**src/core/clk_gen_map.svh**
```systemverilog
// Register offsets, field positions, reset values and timing figures of the clock bank
`ifndef CLK_GEN_MAP_SVH
`define CLK_GEN_MAP_SVH

// ----------------------------------------------------------------
// Register addresses
// ----------------------------------------------------------------
`define ADDR_BUS_DIV        32'h5000_0000
`define ADDR_TRIM           32'h5000_0002
`define ADDR_PERIPH         32'h5000_0004
`define ADDR_RADIO          32'h5000_0008

// ----------------------------------------------------------------
// Bus clock divider fields
// ----------------------------------------------------------------
`define BUS_CORE_DIV_LSB    0
`define BUS_APB_DIV_LSB     4
`define BUS_OTP_GATE_BIT    7

// ----------------------------------------------------------------
// Crystal trim fields
// ----------------------------------------------------------------
`define TRIM_FINE_LSB       0
`define TRIM_COARSE_LSB     8

// ----------------------------------------------------------------
// Peripheral clock fields
// ----------------------------------------------------------------
`define PER_FIRST_TIMER_CLOCK_DIVIDER_LSB     0
`define PER_TMR_GATE_BIT    3
`define PER_WAKE_GATE_BIT   4
`define PER_TWI_GATE_BIT    5
`define PER_SER2_GATE_BIT   6
`define PER_SER1_GATE_BIT   7
`define PER_SPI_DIV_LSB     8
`define PER_SPI_GATE_BIT    11
`define PER_QUAD_GATE_BIT   15

// ----------------------------------------------------------------
// Radio clock fields
// ----------------------------------------------------------------
`define RAD_RF_CONTROL_UNIT_CLOCK_DIVIDER_LSB    0
`define RAD_RFCU_GATE_BIT   3
`define RAD_LINK_DIV_LSB    4
`define RAD_LPT_RESET_BIT   6
`define RAD_LINK_GATE_BIT   7

// ----------------------------------------------------------------
// Reset values and codes
// ----------------------------------------------------------------
`define DIV_BY_1            2'h0
`define DIV_BY_4            2'h2
`define GATE_OFF            1'b0
`define LPT_RESET_INIT      1'b1
`define FINE_TRIM_INIT      8'h00
`define COARSE_TRIM_INIT    3'h0
`define SRC_SEL_XTAL        2'h0
`define SRC_SEL_RC          2'h1
`define RDATA_ZERO          16'h0000

// ----------------------------------------------------------------
// Timing
// ----------------------------------------------------------------
`define SETTLE_TIME_US      200
`define CLK_FREQ_MHZ        40

`endif

```
**src/core/clk_gen_pkg.sv**
```systemverilog
// Types shared by the clock divider and gate bank
package clk_gen_pkg;

   typedef logic [1:0] div_sel_t;

   typedef struct packed {
      logic [31:0] addr;
      logic [15:0] wdata;
      logic        wr;
      logic        rd;
   } reg_req_t;

   typedef struct packed {
      logic xtal;
      logic rc;
      logic low;
   } source_ticks_t;

   typedef struct packed {
      logic core;
      logic apb;
      logic otp;
      logic quad;
      logic spi;
      logic serial1;
      logic serial2;
      logic twoWire;
      logic wakeCapture;
      logic first_general_timer;
      logic second_general_timer;
      logic linkCore;
      logic rfControl;
   } clock_ticks_t;

   typedef enum {
      TRIM_IDLE,
      TRIM_SETTLING
   } trim_state_t;

endpackage

```
**src/core/clock_div_stage.sv**
```systemverilog
// Power-of-two tick divider stage selected by a 2-bit code
`timescale 1ns/100ps
module clock_div_stage #(
   parameter int CNT_W = 3
) (
   // Clock and reset
   input  wire logic                 clk,
   input  wire logic                 sys_rst,
   input  wire logic                 syncClear,
   // Tick in and out
   input  wire logic                 inTick,
   input  wire clk_gen_pkg::div_sel_t divSel,
   output logic                      outTick
);
   import clk_gen_pkg::*;

   logic [CNT_W-1:0] count_r;
   logic [CNT_W-1:0] mask;

   // ----------------------------------------------------------------
   // Divide by 1, 2, 4 or 8
   // ----------------------------------------------------------------
   always_comb begin
      mask    = ~({CNT_W{1'b1}} << divSel);
      outTick = inTick & ((count_r & mask) == mask);
   end

   always_ff @(posedge clk or posedge sys_rst) begin
      if (sys_rst) begin
         count_r <= '0;
      end else if (syncClear) begin
         count_r <= '0;
      end else if (inTick) begin
         count_r <= count_r + 1'b1;
      end
   end

endmodule

```
**src/core/clock_divider_gate_bank.sv**
```systemverilog
// Clock divider and gate bank with crystal trim and link timer reset control
//
// What this block does
// Core clock is source divided by 1, 2, 4, 8; resets to four.
// APB clock divides the core clock by 1, 2, 4, 8; resets to four.
// Bus register bit 7 gates the OTP controller clock, off at reset.
// Three-bit coarse crystal trim, zero lowest frequency, seven highest.
// Software steps coarse trim by one and waits about 200 us.
// Eight-bit fine crystal trim, zero lowest frequency, all ones highest.
// Peripheral bit 15 gates the quadrature decoder clock, off at reset.
// SPI clock gated by bit 11, divided per bits 9:8, reset divide-by-one.
// Peripheral bit 4 gates the wakeup capture timer clock, off at reset.
// Peripheral bit 3 gates both general timers together, off at reset.
// First timer clock divided per peripheral bits 1:0, reset divide-by-one.
// Bits 7, 6, 5 gate serial one, serial two, two-wire bus clocks.
// Radio bit 7 gates all link-layer core clocks, off at reset.
// Radio bit 6 holds link low-power timer in reset; resets set.
// Link core clock divided per radio bits 5:4, reset divide-by-one.
// Software keeps link core clock at least 8 MHz, not above core.
// Radio bit 3 gates the RF control unit clock, off at reset.
// RF control unit divided per bits 1:0; software picks exactly 8 MHz.
// Source selector: 0 crystal, 1 RC oscillator, 2 or 3 slow source.
// Software device reset restores reset values in all registers except the crystal trim.
//
// Decided for this implementation: strobed register access.
`timescale 1ns/100ps
`include "clk_gen_map.svh"
module clock_divider_gate_bank #(
   parameter int SETTLE_CYCLES = `SETTLE_TIME_US * `CLK_FREQ_MHZ,
   parameter int SETTLE_W      = 14
) (
   // Clock and reset
   input  wire logic                      clk,
   input  wire logic                      sys_rst,
   // Register port
   input  wire clk_gen_pkg::reg_req_t     regReq,
   output logic [15:0]                    regRdata,
   // Source selection and software reset
   input  wire logic [1:0]                sourceClockSelector,
   input  wire logic                      softwareDeviceReset,
   // Source clock ticks
   input  wire clk_gen_pkg::source_ticks_t sourceTicks,
   // Derived clock enables
   output clk_gen_pkg::clock_ticks_t      clockTicks,
   // Crystal trim
   output logic [2:0]                     crystalCoarseTrim,
   output logic [7:0]                     crystalFineTrim,
   output logic                           crystalTrimSettling,
   // Link low-power timer
   output logic                           linkLowPowerTimerReset
);
   import clk_gen_pkg::*;

   localparam logic [SETTLE_W-1:0] SETTLE_LAST = SETTLE_W'(SETTLE_CYCLES - 1);

   // ----------------------------------------------------------------
   // Register state
   // ----------------------------------------------------------------
   div_sel_t    coreDiv_r;
   div_sel_t    apbDiv_r;
   logic        otpGate_r;
   logic [2:0]  crystal_coarse_trim_r;
   logic [7:0]  crystal_fine_trim_r;
   logic        quadGate_r;
   logic        spiGate_r;
   div_sel_t    spiDiv_r;
   logic        first_serial_port_clock_gate_r;
   logic        second_serial_port_clock_gate_r;
   logic        twoWireGate_r;
   logic        wake_capture_timer_clock_gate_r;
   logic        general_timers_clock_gate_r;
   div_sel_t    first_timer_clock_divider_r;
   logic        link_layer_core_clock_gate_r;
   logic        link_low_power_timer_reset_r;
   div_sel_t    link_layer_core_clock_divider_r;
   logic        rf_control_unit_clock_gate_r;
   div_sel_t    rf_control_unit_clock_divider_r;

   logic        wrBus;
   logic        wrTrim;
   logic        wrPeriph;
   logic        wrRadio;
   logic [15:0] rdata_nxt;

   // ----------------------------------------------------------------
   // Address decode
   // ----------------------------------------------------------------
   always_comb begin
      wrBus    = regReq.wr & (regReq.addr == `ADDR_BUS_DIV);
      wrTrim   = regReq.wr & (regReq.addr == `ADDR_TRIM);
      wrPeriph = regReq.wr & (regReq.addr == `ADDR_PERIPH);
      wrRadio  = regReq.wr & (regReq.addr == `ADDR_RADIO);
   end

   // ----------------------------------------------------------------
   // Bus clock divider register
   // ----------------------------------------------------------------
   always_ff @(posedge clk or posedge sys_rst) begin
      if (sys_rst) begin
         coreDiv_r <= `DIV_BY_4;
         apbDiv_r  <= `DIV_BY_4;
         otpGate_r <= `GATE_OFF;
      end else if (softwareDeviceReset) begin
         coreDiv_r <= `DIV_BY_4;
         apbDiv_r  <= `DIV_BY_4;
         otpGate_r <= `GATE_OFF;
      end else if (wrBus) begin
         coreDiv_r <= regReq.wdata[`BUS_CORE_DIV_LSB +: 2];
         apbDiv_r  <= regReq.wdata[`BUS_APB_DIV_LSB +: 2];
         otpGate_r <= regReq.wdata[`BUS_OTP_GATE_BIT];
      end
   end

   // ----------------------------------------------------------------
   // Crystal trim register
   // ----------------------------------------------------------------
   // Survives the software reset so the oscillator keeps its tuning
   always_ff @(posedge clk or posedge sys_rst) begin
      if (sys_rst) begin
         crystal_coarse_trim_r <= `COARSE_TRIM_INIT;
         crystal_fine_trim_r   <= `FINE_TRIM_INIT;
      end else if (wrTrim) begin
         crystal_coarse_trim_r <= regReq.wdata[`TRIM_COARSE_LSB +: 3];
         crystal_fine_trim_r   <= regReq.wdata[`TRIM_FINE_LSB +: 8];
      end
   end

   // ----------------------------------------------------------------
   // Peripheral clock register
   // ----------------------------------------------------------------
   always_ff @(posedge clk or posedge sys_rst) begin
      if (sys_rst) begin
         quadGate_r                      <= `GATE_OFF;
         spiGate_r                       <= `GATE_OFF;
         spiDiv_r                        <= `DIV_BY_1;
         first_serial_port_clock_gate_r  <= `GATE_OFF;
         second_serial_port_clock_gate_r <= `GATE_OFF;
         twoWireGate_r                   <= `GATE_OFF;
         wake_capture_timer_clock_gate_r <= `GATE_OFF;
         general_timers_clock_gate_r     <= `GATE_OFF;
         first_timer_clock_divider_r     <= `DIV_BY_1;
      end else if (softwareDeviceReset) begin
         quadGate_r                      <= `GATE_OFF;
         spiGate_r                       <= `GATE_OFF;
         spiDiv_r                        <= `DIV_BY_1;
         first_serial_port_clock_gate_r  <= `GATE_OFF;
         second_serial_port_clock_gate_r <= `GATE_OFF;
         twoWireGate_r                   <= `GATE_OFF;
         wake_capture_timer_clock_gate_r <= `GATE_OFF;
         general_timers_clock_gate_r     <= `GATE_OFF;
         first_timer_clock_divider_r     <= `DIV_BY_1;
      end else if (wrPeriph) begin
         quadGate_r                      <= regReq.wdata[`PER_QUAD_GATE_BIT];
         spiGate_r                       <= regReq.wdata[`PER_SPI_GATE_BIT];
         spiDiv_r                        <= regReq.wdata[`PER_SPI_DIV_LSB +: 2];
         first_serial_port_clock_gate_r  <= regReq.wdata[`PER_SER1_GATE_BIT];
         second_serial_port_clock_gate_r <= regReq.wdata[`PER_SER2_GATE_BIT];
         twoWireGate_r                   <= regReq.wdata[`PER_TWI_GATE_BIT];
         wake_capture_timer_clock_gate_r <= regReq.wdata[`PER_WAKE_GATE_BIT];
         general_timers_clock_gate_r     <= regReq.wdata[`PER_TMR_GATE_BIT];
         first_timer_clock_divider_r     <= regReq.wdata[`PER_FIRST_TIMER_CLOCK_DIVIDER_LSB +: 2];
      end
   end

   // ----------------------------------------------------------------
   // Radio clock register
   // ----------------------------------------------------------------
   always_ff @(posedge clk or posedge sys_rst) begin
      if (sys_rst) begin
         link_layer_core_clock_gate_r    <= `GATE_OFF;
         link_low_power_timer_reset_r    <= `LPT_RESET_INIT;
         link_layer_core_clock_divider_r <= `DIV_BY_1;
         rf_control_unit_clock_gate_r    <= `GATE_OFF;
         rf_control_unit_clock_divider_r <= `DIV_BY_1;
      end else if (softwareDeviceReset) begin
         link_layer_core_clock_gate_r    <= `GATE_OFF;
         link_low_power_timer_reset_r    <= `LPT_RESET_INIT;
         link_layer_core_clock_divider_r <= `DIV_BY_1;
         rf_control_unit_clock_gate_r    <= `GATE_OFF;
         rf_control_unit_clock_divider_r <= `DIV_BY_1;
      end else if (wrRadio) begin
         link_layer_core_clock_gate_r    <= regReq.wdata[`RAD_LINK_GATE_BIT];
         link_low_power_timer_reset_r    <= regReq.wdata[`RAD_LPT_RESET_BIT];
         link_layer_core_clock_divider_r <= regReq.wdata[`RAD_LINK_DIV_LSB +: 2];
         rf_control_unit_clock_gate_r    <= regReq.wdata[`RAD_RFCU_GATE_BIT];
         rf_control_unit_clock_divider_r <= regReq.wdata[`RAD_RF_CONTROL_UNIT_CLOCK_DIVIDER_LSB +: 2];
      end
   end

   // ----------------------------------------------------------------
   // Read back
   // ----------------------------------------------------------------
   always_comb begin
      rdata_nxt = `RDATA_ZERO;
      unique case (regReq.addr)
         `ADDR_BUS_DIV: begin
            rdata_nxt[`BUS_CORE_DIV_LSB +: 2] = coreDiv_r;
            rdata_nxt[`BUS_APB_DIV_LSB +: 2]  = apbDiv_r;
            rdata_nxt[`BUS_OTP_GATE_BIT]      = otpGate_r;
         end
         `ADDR_TRIM: begin
            rdata_nxt[`TRIM_COARSE_LSB +: 3] = crystal_coarse_trim_r;
            rdata_nxt[`TRIM_FINE_LSB +: 8]   = crystal_fine_trim_r;
         end
         `ADDR_PERIPH: begin
            rdata_nxt[`PER_QUAD_GATE_BIT]     = quadGate_r;
            rdata_nxt[`PER_SPI_GATE_BIT]      = spiGate_r;
            rdata_nxt[`PER_SPI_DIV_LSB +: 2]  = spiDiv_r;
            rdata_nxt[`PER_SER1_GATE_BIT]     = first_serial_port_clock_gate_r;
            rdata_nxt[`PER_SER2_GATE_BIT]     = second_serial_port_clock_gate_r;
            rdata_nxt[`PER_TWI_GATE_BIT]      = twoWireGate_r;
            rdata_nxt[`PER_WAKE_GATE_BIT]     = wake_capture_timer_clock_gate_r;
            rdata_nxt[`PER_TMR_GATE_BIT]      = general_timers_clock_gate_r;
            rdata_nxt[`PER_FIRST_TIMER_CLOCK_DIVIDER_LSB +: 2]  = first_timer_clock_divider_r;
         end
         `ADDR_RADIO: begin
            rdata_nxt[`RAD_LINK_GATE_BIT]     = link_layer_core_clock_gate_r;
            rdata_nxt[`RAD_LPT_RESET_BIT]     = link_low_power_timer_reset_r;
            rdata_nxt[`RAD_LINK_DIV_LSB +: 2] = link_layer_core_clock_divider_r;
            rdata_nxt[`RAD_RFCU_GATE_BIT]     = rf_control_unit_clock_gate_r;
            rdata_nxt[`RAD_RF_CONTROL_UNIT_CLOCK_DIVIDER_LSB +: 2] = rf_control_unit_clock_divider_r;
         end
         default: begin
            rdata_nxt = `RDATA_ZERO;
         end
      endcase
   end

   // Data stand only in the cycle after the read strobe
   always_ff @(posedge clk or posedge sys_rst) begin
      if (sys_rst) begin
         regRdata <= `RDATA_ZERO;
      end else if (regReq.rd) begin
         regRdata <= rdata_nxt;
      end else begin
         regRdata <= `RDATA_ZERO;
      end
   end

   // ----------------------------------------------------------------
   // Source selection
   // ----------------------------------------------------------------
   logic srcTick;

   always_comb begin
      unique case (sourceClockSelector)
         `SRC_SEL_XTAL: srcTick = sourceTicks.xtal;
         `SRC_SEL_RC:   srcTick = sourceTicks.rc;
         default:       srcTick = sourceTicks.low;
      endcase
   end

   // ----------------------------------------------------------------
   // Divider stages
   // ----------------------------------------------------------------
   // Counters restart on software reset so every divided clock re-aligns
   logic coreTick;
   logic apbTick;
   logic spiTick;
   logic timer0Tick;
   logic linkTick;
   logic rfcuTick;

   clock_div_stage #(.CNT_W(3)) coreStage (.clk(clk), .sys_rst(sys_rst), .syncClear(softwareDeviceReset),
      .inTick(srcTick), .divSel(coreDiv_r), .outTick(coreTick));

   // Cascaded on the core tick, not the source
   clock_div_stage #(.CNT_W(3)) apbStage (.clk(clk), .sys_rst(sys_rst), .syncClear(softwareDeviceReset),
      .inTick(coreTick), .divSel(apbDiv_r), .outTick(apbTick));

   clock_div_stage #(.CNT_W(3)) spiStage (.clk(clk), .sys_rst(sys_rst), .syncClear(softwareDeviceReset),
      .inTick(srcTick), .divSel(spiDiv_r), .outTick(spiTick));

   clock_div_stage #(.CNT_W(3)) timerStage (.clk(clk), .sys_rst(sys_rst), .syncClear(softwareDeviceReset),
      .inTick(srcTick), .divSel(first_timer_clock_divider_r), .outTick(timer0Tick));

   // No check that the result meets the 8 MHz floor; software owns that
   clock_div_stage #(.CNT_W(3)) linkStage (.clk(clk), .sys_rst(sys_rst), .syncClear(softwareDeviceReset),
      .inTick(srcTick), .divSel(link_layer_core_clock_divider_r), .outTick(linkTick));

   clock_div_stage #(.CNT_W(3)) rfcuStage (.clk(clk), .sys_rst(sys_rst), .syncClear(softwareDeviceReset),
      .inTick(srcTick), .divSel(rf_control_unit_clock_divider_r), .outTick(rfcuTick));

   // ----------------------------------------------------------------
   // Clock enables, gated for all but core and APB
   // ----------------------------------------------------------------
   // Registered so that gating never chops a tick mid-cycle
   always_ff @(posedge clk or posedge sys_rst) begin
      if (sys_rst) begin
         clockTicks <= '0;
      end else begin
         clockTicks.core        <= coreTick;
         clockTicks.apb         <= apbTick;
         clockTicks.otp         <= coreTick & otpGate_r;
         clockTicks.quad        <= srcTick & quadGate_r;
         clockTicks.spi         <= spiTick & spiGate_r;
         clockTicks.serial1     <= srcTick & first_serial_port_clock_gate_r;
         clockTicks.serial2     <= srcTick & second_serial_port_clock_gate_r;
         clockTicks.twoWire     <= srcTick & twoWireGate_r;
         clockTicks.wakeCapture <= srcTick & wake_capture_timer_clock_gate_r;
         clockTicks.first_general_timer      <= timer0Tick & general_timers_clock_gate_r;
         clockTicks.second_general_timer      <= srcTick & general_timers_clock_gate_r;
         clockTicks.linkCore    <= linkTick & link_layer_core_clock_gate_r;
         clockTicks.rfControl   <= rfcuTick & rf_control_unit_clock_gate_r;
      end
   end

   // ----------------------------------------------------------------
   // Trim and timer reset outputs
   // ----------------------------------------------------------------
   always_comb begin
      crystalCoarseTrim      = crystal_coarse_trim_r;
      crystalFineTrim        = crystal_fine_trim_r;
      linkLowPowerTimerReset = link_low_power_timer_reset_r;
   end

   // ----------------------------------------------------------------
   // Coarse trim settle tracker
   // ----------------------------------------------------------------
   // Only reports; a too-early step is not blocked
   trim_state_t         trimState_r;
   logic [SETTLE_W-1:0] settleCount_r;
   logic                coarseChange;

   always_comb begin
      coarseChange = wrTrim &
                     (regReq.wdata[`TRIM_COARSE_LSB +: 3] != crystal_coarse_trim_r);
   end

   always_ff @(posedge clk or posedge sys_rst) begin
      if (sys_rst) begin
         trimState_r   <= TRIM_IDLE;
         settleCount_r <= '0;
      end else if (coarseChange) begin
         trimState_r   <= TRIM_SETTLING;
         settleCount_r <= '0;
      end else begin
         unique case (trimState_r)
            TRIM_IDLE: begin
               settleCount_r <= '0;
            end
            TRIM_SETTLING: begin
               if (settleCount_r == SETTLE_LAST) begin
                  trimState_r   <= TRIM_IDLE;
                  settleCount_r <= '0;
               end else begin
                  settleCount_r <= settleCount_r + 1'b1;
               end
            end
         endcase
      end
   end

   always_comb begin
      crystalTrimSettling = (trimState_r == TRIM_SETTLING);
   end

endmodule

```
**config.mk**
```make
export PLATFORM = sky130hd
export DESIGN_NAME = clock_divider_gate_bank
export DESIGN_NICKNAME = d
export VERILOG_FILES = /design/src/core/clk_gen_pkg.sv /design/src/core/clock_div_stage.sv /design/src/core/clock_divider_gate_bank.sv
export VERILOG_INCLUDE_DIRS = /design/src /design/src/core
export SDC_FILE = /design/constraint.sdc
export NUM_CORES = 1
export LEC_CHECK = 0
export ABC_AREA = 1
export BUFFER_PORTS_ARGS = -buffer_cell sky130_fd_sc_hd__buf_4
export CAP_MARGIN = 25
export CORE_MARGIN = 2
export CORE_UTILIZATION = 59
export CTS_CLUSTER_DIAMETER = 60
export CTS_CLUSTER_SIZE = 28
export DETAILED_ROUTE_END_ITERATION = 6
export PLACE_DENSITY = 0.91
export SLEW_MARGIN = 15
export SYNTH_ARGS = -nofsm -noshare
export SYNTH_HDL_FRONTEND = slang
export SYNTH_SLANG_ARGS = --single-unit
export TNS_END_PERCENT = 100
```
**constraint.sdc**
```tcl
create_clock -name clk -period 6.46 [get_ports clk]
set_input_delay 1.292 -clock clk [delete_from_list [all_inputs] [get_ports clk]]
set_output_delay 1.292 -clock clk [all_outputs]
set_load 0.1 [all_outputs]
```
* Word-level counts from Yosys, hierarchy flattened *
Index checks and enable logic that the tools add are counted.

operators by class
  add/subtract/negate cells = 7
  equality and inequality tests = 15
  shifts and indexed selects = 6
  multiplexer cells = 64
  bitwise operators = 34
  reduce and logical (&&, ||, !) cells = 10

operators with widths
  operator               number
  $eq 32x31->1 const B   4
  $mux 32                3
  $mux 3                 12
  $eq 32x1->1 const B    1
  $eq 32x2->1 const B    1
  $logic_not 32->1       1
  $mux 14                2
  $pmux 14 s2            1
  $mux 1                 26
  $mux 2                 12
  $and 1x1->1            22
  $add 3x1->3 const B    6
  $and 3x3->3            6
  $eq 3x3->1             6
  $not 3->3              6
  $shl 3x2->3 const A    6
  $mux 16                1
  $pmux 2 s4             2
  $add 14x1->14 const B  1
  $eq 14x13->1 const B   1
  $reduce_bool 2->1      7
  $pmux 1 s3             2
  $pmux 1 s4             1
  $pmux 2 s2             1
  5 further kinds        5

word-level totals
  flip-flop bits (word level) = 127
  bits of input ports = 58

* Logic depth before layout (Yosys ltp) *
  depth after elaboration = 7
  gate-level depth with buffers = 13
  gate-level depth less buffers = 11

* By module *
From an unflattened synthesis, not the netlist that was laid out.

unflattened totals
  cells, all modules = 595
  area, all modules = 4718.3 um^2

by module, submodules not included
  module                   times used  cells an instance  area each (um^2)
  clock_divider_gate_bank  1           439                3622.2
  clock_div_stage          6           26                 182.7

* Least setup slack after synthesis *
OpenSTA, ideal clock, no wires.

  path kind = input -> register
  start point = input regReq[33] in the netlist's numbering
  end point = register settleCount_r[8]
  library setup time = 0.113 ns
  arrival time = 2.406 ns
  data required time = 6.347 ns
  path slack = 3.942 ns
  cell stages on the path = 12
  path buffers = 2
  path through = nor2_1 > nand2_1 > nor2_2 > nand2_1 > nor2_2 > nand2_1 > buf_6 > nor2_4 > inv_2 > buf_6 > nand2_1 > inv_1

between the ends
  longest elaborated chain between the ends = 4

RTL lines
  element               line                            source
  start, declared       clock_divider_gate_bank.sv:36   input wire clk_gen_pkg::reg_req_t regReq,
  $eq 32x31->1          n/a
  $and 1x1->1           clock_divider_gate_bank.sv:90   wrTrim = regReq.wr & (regReq.addr == `ADDR_TRIM);
  $and 1x1->1           clock_divider_gate_bank.sv:326  coarseChange = wrTrim &
  $mux 14               clock_divider_gate_bank.sv:334  end else if (coarseChange) begin
  end signal, assigned  clock_divider_gate_bank.sv:347  settleCount_r <= settleCount_r + 1'b1;
  end, declared         clock_divider_gate_bank.sv:322  logic [SETTLE_W-1:0] settleCount_r;

Every way passes these cells.
A chain may end at the register's enable or synchronous reset.

* Worst setup path after layout *
Same ends and word-level chain as after synthesis.

==> results.cfg <==
[logic_synthesis]
ys_warn_count = 0
post_synth_instance_area_um2 = 4690
ys_types = 31
area_share_of_the_leading_cell_type_in_the_synthesized_netlist_pct = 48.0
synth_area_per_cell_um2 = 7.53
postSynthCellCount = 623
synth.area.top_cells = sky130_fd_sc_hd__dfrtp_1 (48%), sky130_fd_sc_hd__nand2_1 (12%), sky130_fd_sc_hd__nor2_1 (7.4%)
number_of_synthesized_flops_with_an_enable_pin = 0
async_flop_share_pct = 100
synth-main-ff-cell = sky130_fd_sc_hd__dfrtp_1
post-synth-top-area-cell = sky130_fd_sc_hd__dfrtp_1
synth_seq_cells = 93
seq_area_frac_synth_pct = 49.7

[cells_and_area]
flow.area_growth_from_synthesis_pct = 20.6
final_net_count = 780
diode_insertion_count_for_antenna_repair = 0
utilization_pct = 73.2
post_layout_nonfiller_instances = 822
drive_above_1_share_pct = 17.8

[sta]
timing.final.crit_period_ps = 3240
finalHoldViolations = 0
slew_viol_final = 0
slew_headroom_pct = 50.1
clock.fmax_mhz = 308
fin_setup_tns_ps = 0
post-route-period-util_pct = 50.2
tightestPinTransition_ps = 747
grt_setup_unrepaired = false
final-setup-viol-count = 0
final.setup_skew_ps = 10.1

[clock_network]
cts.root.buffer_cell = sky130_fd_sc_hd__clkbuf_8
clock_insertion_delay_worst_skew_ps = 370
cts_max_level = 3
cts_buffers = 9
worst_setup_hold_path_clk_slew_ps = 100
cts_repair_resize_count = 0
tritoncts_num_sinks = 93
tritoncts = yes
cts_setup_buffers = 0
clock_path_buffers = 2
cts_hold_buf = 0

[detailed_routing]
post-route-drc-count = 0
detail_route.first_pass.iterations = 7
vias_per_cell = 5.54
wl_um = 11800
ant_nets = 0
dr.first_iter.drc_count = 340
wl_per_cell_um = 14.3
total_vias_in_the_final_route = 4552

[floorplan]
core_area_um2 = 7730
ioPinCount = 100
die-width_um = 93.2
dieArea_um2 = 8680
fp.dieH_um = 93.2
rows = 32
initial_utilization_pct = 60.7

[critical_path]
crit_path_max_fanout = 20
worstSetupPathType = in2reg
crit_family = simple AND/OR/NAND/NOR gates
critical_path.cell_chain = buf_4 -> nor2_1 -> nand2_1 -> nor2_2 -> nand2_1 -> nor2_2 -> nand2_1 -> nor2_4 -> inv_2 -> nand2_1 -> inv_1
required_time_reported_for_the_critical_path_endpoint_ps = 6730
worst-path-buf-inv = 3
critical_path.most_common_cell = sky130_fd_sc_hd__nand2_1
cp-end-kind = register
crit_path_start_kind = input pin
critical_path.slowest_cell = sky130_fd_sc_hd__nand2_1
critical-path-max-stage-delay_ps = 570
arrival_ps = 3520

[power_and_ir_drop]
power_leakage_nw = 3.02
power.total_mw = 1.09
power.density_cell_area_nw_per_um2 = 193
worst_vdd_drop_v = 0.000162

[placement]
place.gp.congestion = 0.930
hpwlAfterDp_um = 8790
io_buffers = 93
post-place-cells = 805

[min_path]
worst_hold_path_type = reg2reg

[grt]
grt_start_max_net_pins = 85
first_global_vias = 4324
global_route_wire_length_before_repair_um = 18900
gr-usage-all-layers_pct = 27.5
globalRoute.totalOverflow = 0
grt_antenna_before_repair = 0

[run]
cap_violations = 0

[status]
result_of_the_run = finished, final reports clean
[worst reg2reg max path: stages, from the launching register on]
cell                      delay [ps]
sky130_fd_sc_hd__dfrtp_1         400
sky130_fd_sc_hd__ha_1            200
sky130_fd_sc_hd__nand3_1         130
sky130_fd_sc_hd__nor2_1          220
sky130_fd_sc_hd__nand2_1         110
sky130_fd_sc_hd__o21ai_0         410
sky130_fd_sc_hd__nor2_1          110
sky130_fd_sc_hd__nand2_1         100
sky130_fd_sc_hd__inv_1            40
[cells in the mapped netlist (7+ instances only)]
| cell type | n |
|---|---|
| sky130_fd_sc_hd__a21oi_1 | 9 |
| sky130_fd_sc_hd__clkbuf_1 | 8 |
| sky130_fd_sc_hd__dfrtp_1 | 90 |
| sky130_fd_sc_hd__ha_1 | 7 |
| sky130_fd_sc_hd__inv_1 | 92 |
| sky130_fd_sc_hd__nand2_1 | 152 |
| sky130_fd_sc_hd__nand3_1 | 57 |
| sky130_fd_sc_hd__nand4_1 | 9 |
| sky130_fd_sc_hd__nor2_1 | 93 |
| sky130_fd_sc_hd__nor2_2 | 7 |
| sky130_fd_sc_hd__nor3_1 | 15 |
| sky130_fd_sc_hd__o21ai_0 | 47 |
[metrics by stage]
step                setup WS [ps]  cell area [um^2]  hold WS (ps)
finish                       3220              5660           468
global route                 2910              5660           479
CTS                          3230              5630           469
detailed placement           2850              5460           454
global placement             2920              5440           452
floorplan                    2750              4700           434
[flip-flops by register name, summed over array words and instances, names as in the netlist, 3 cells and up]
register	cells
coreStage.count_r	3
clockTicks	13
crystalFineTrim	8
rfcuStage.count_r	3
timerStage.count_r	3
apbStage.count_r	3
linkStage.count_r	3
settleCount_r	14
spiStage.count_r	3
regRdata	13
crystalCoarseTrim	3
[metal layers]
layer | up-vias | wire length, um | global-route usage [%]
met5 | - | 0 | 0
met4 | 0 | 321 | 11.0
met3 | 36 | 721 | 4.35
met2 | 211 | 6140 | 49.4
met1 | 2170 | 4570 | 33.1
li1 | 2135 | - | -
[cell usage in the layout (no fill, tap or decap), drive strengths merged, types with 4 or more instances in the layout]
master,count
inv,94
a21oi,9
o21ai,47
nand2,153
nor3,15
buf,96
nand4,9
nand3,57
clkinv,4
nor2,101
clkbuf,10
dfrtp,90
ha,7
[logic make-up after synthesis]
kind of cell / after synthesis / synth area share [%]
simple gates: 341 / 30.6
buf+inv: 111 / 9.47
flops: 93 / 49.7
compound gates: 66 / 7.52
fa+ha+maj: 7 / 1.87
xor+xnor: 4 / 0.747
other cells: 1 / 0.0799
[worst paths after layout]
path / start / to / slack, ps / cells past startpoint
worst max-delay path: regReq[33] / settleCount_r[8] / 3220 / 11
worst min-delay path: linkStage.count_r[2] / linkStage.count_r[2] / 470 / 1
worst max register to register: settleCount_r[0] / settleCount_r[0] / 4640 / 8
worst min register to register: linkStage.count_r[2] / linkStage.count_r[2] / 470 / 1
max in group asynchronous: sys_rst / coreDiv_r[1] / 4710 / 4
min in group asynchronous: sys_rst / settleCount_r[11] / 810 / 2
[where the power goes]
part / leakage [nW] / total (mW) / internal [mW] / switching [mW]
registers: 1.23 / 0.608 / 0.597 / 0.0113
clock network: 0.0833 / 0.355 / 0.143 / 0.212
logic: 1.71 / 0.128 / 0.0445 / 0.0833
[cell type report]
class	instances	area (um^2)
multi-input combinational	421	1920
inverter	94	354
timing repair buffer	96	748
sequential	93	2330
fill	563	2070
tap	102	128
clock inverter	6	46.3
clock buffer	10	128
Note: power is estimated with default switching activity, not from simulation.
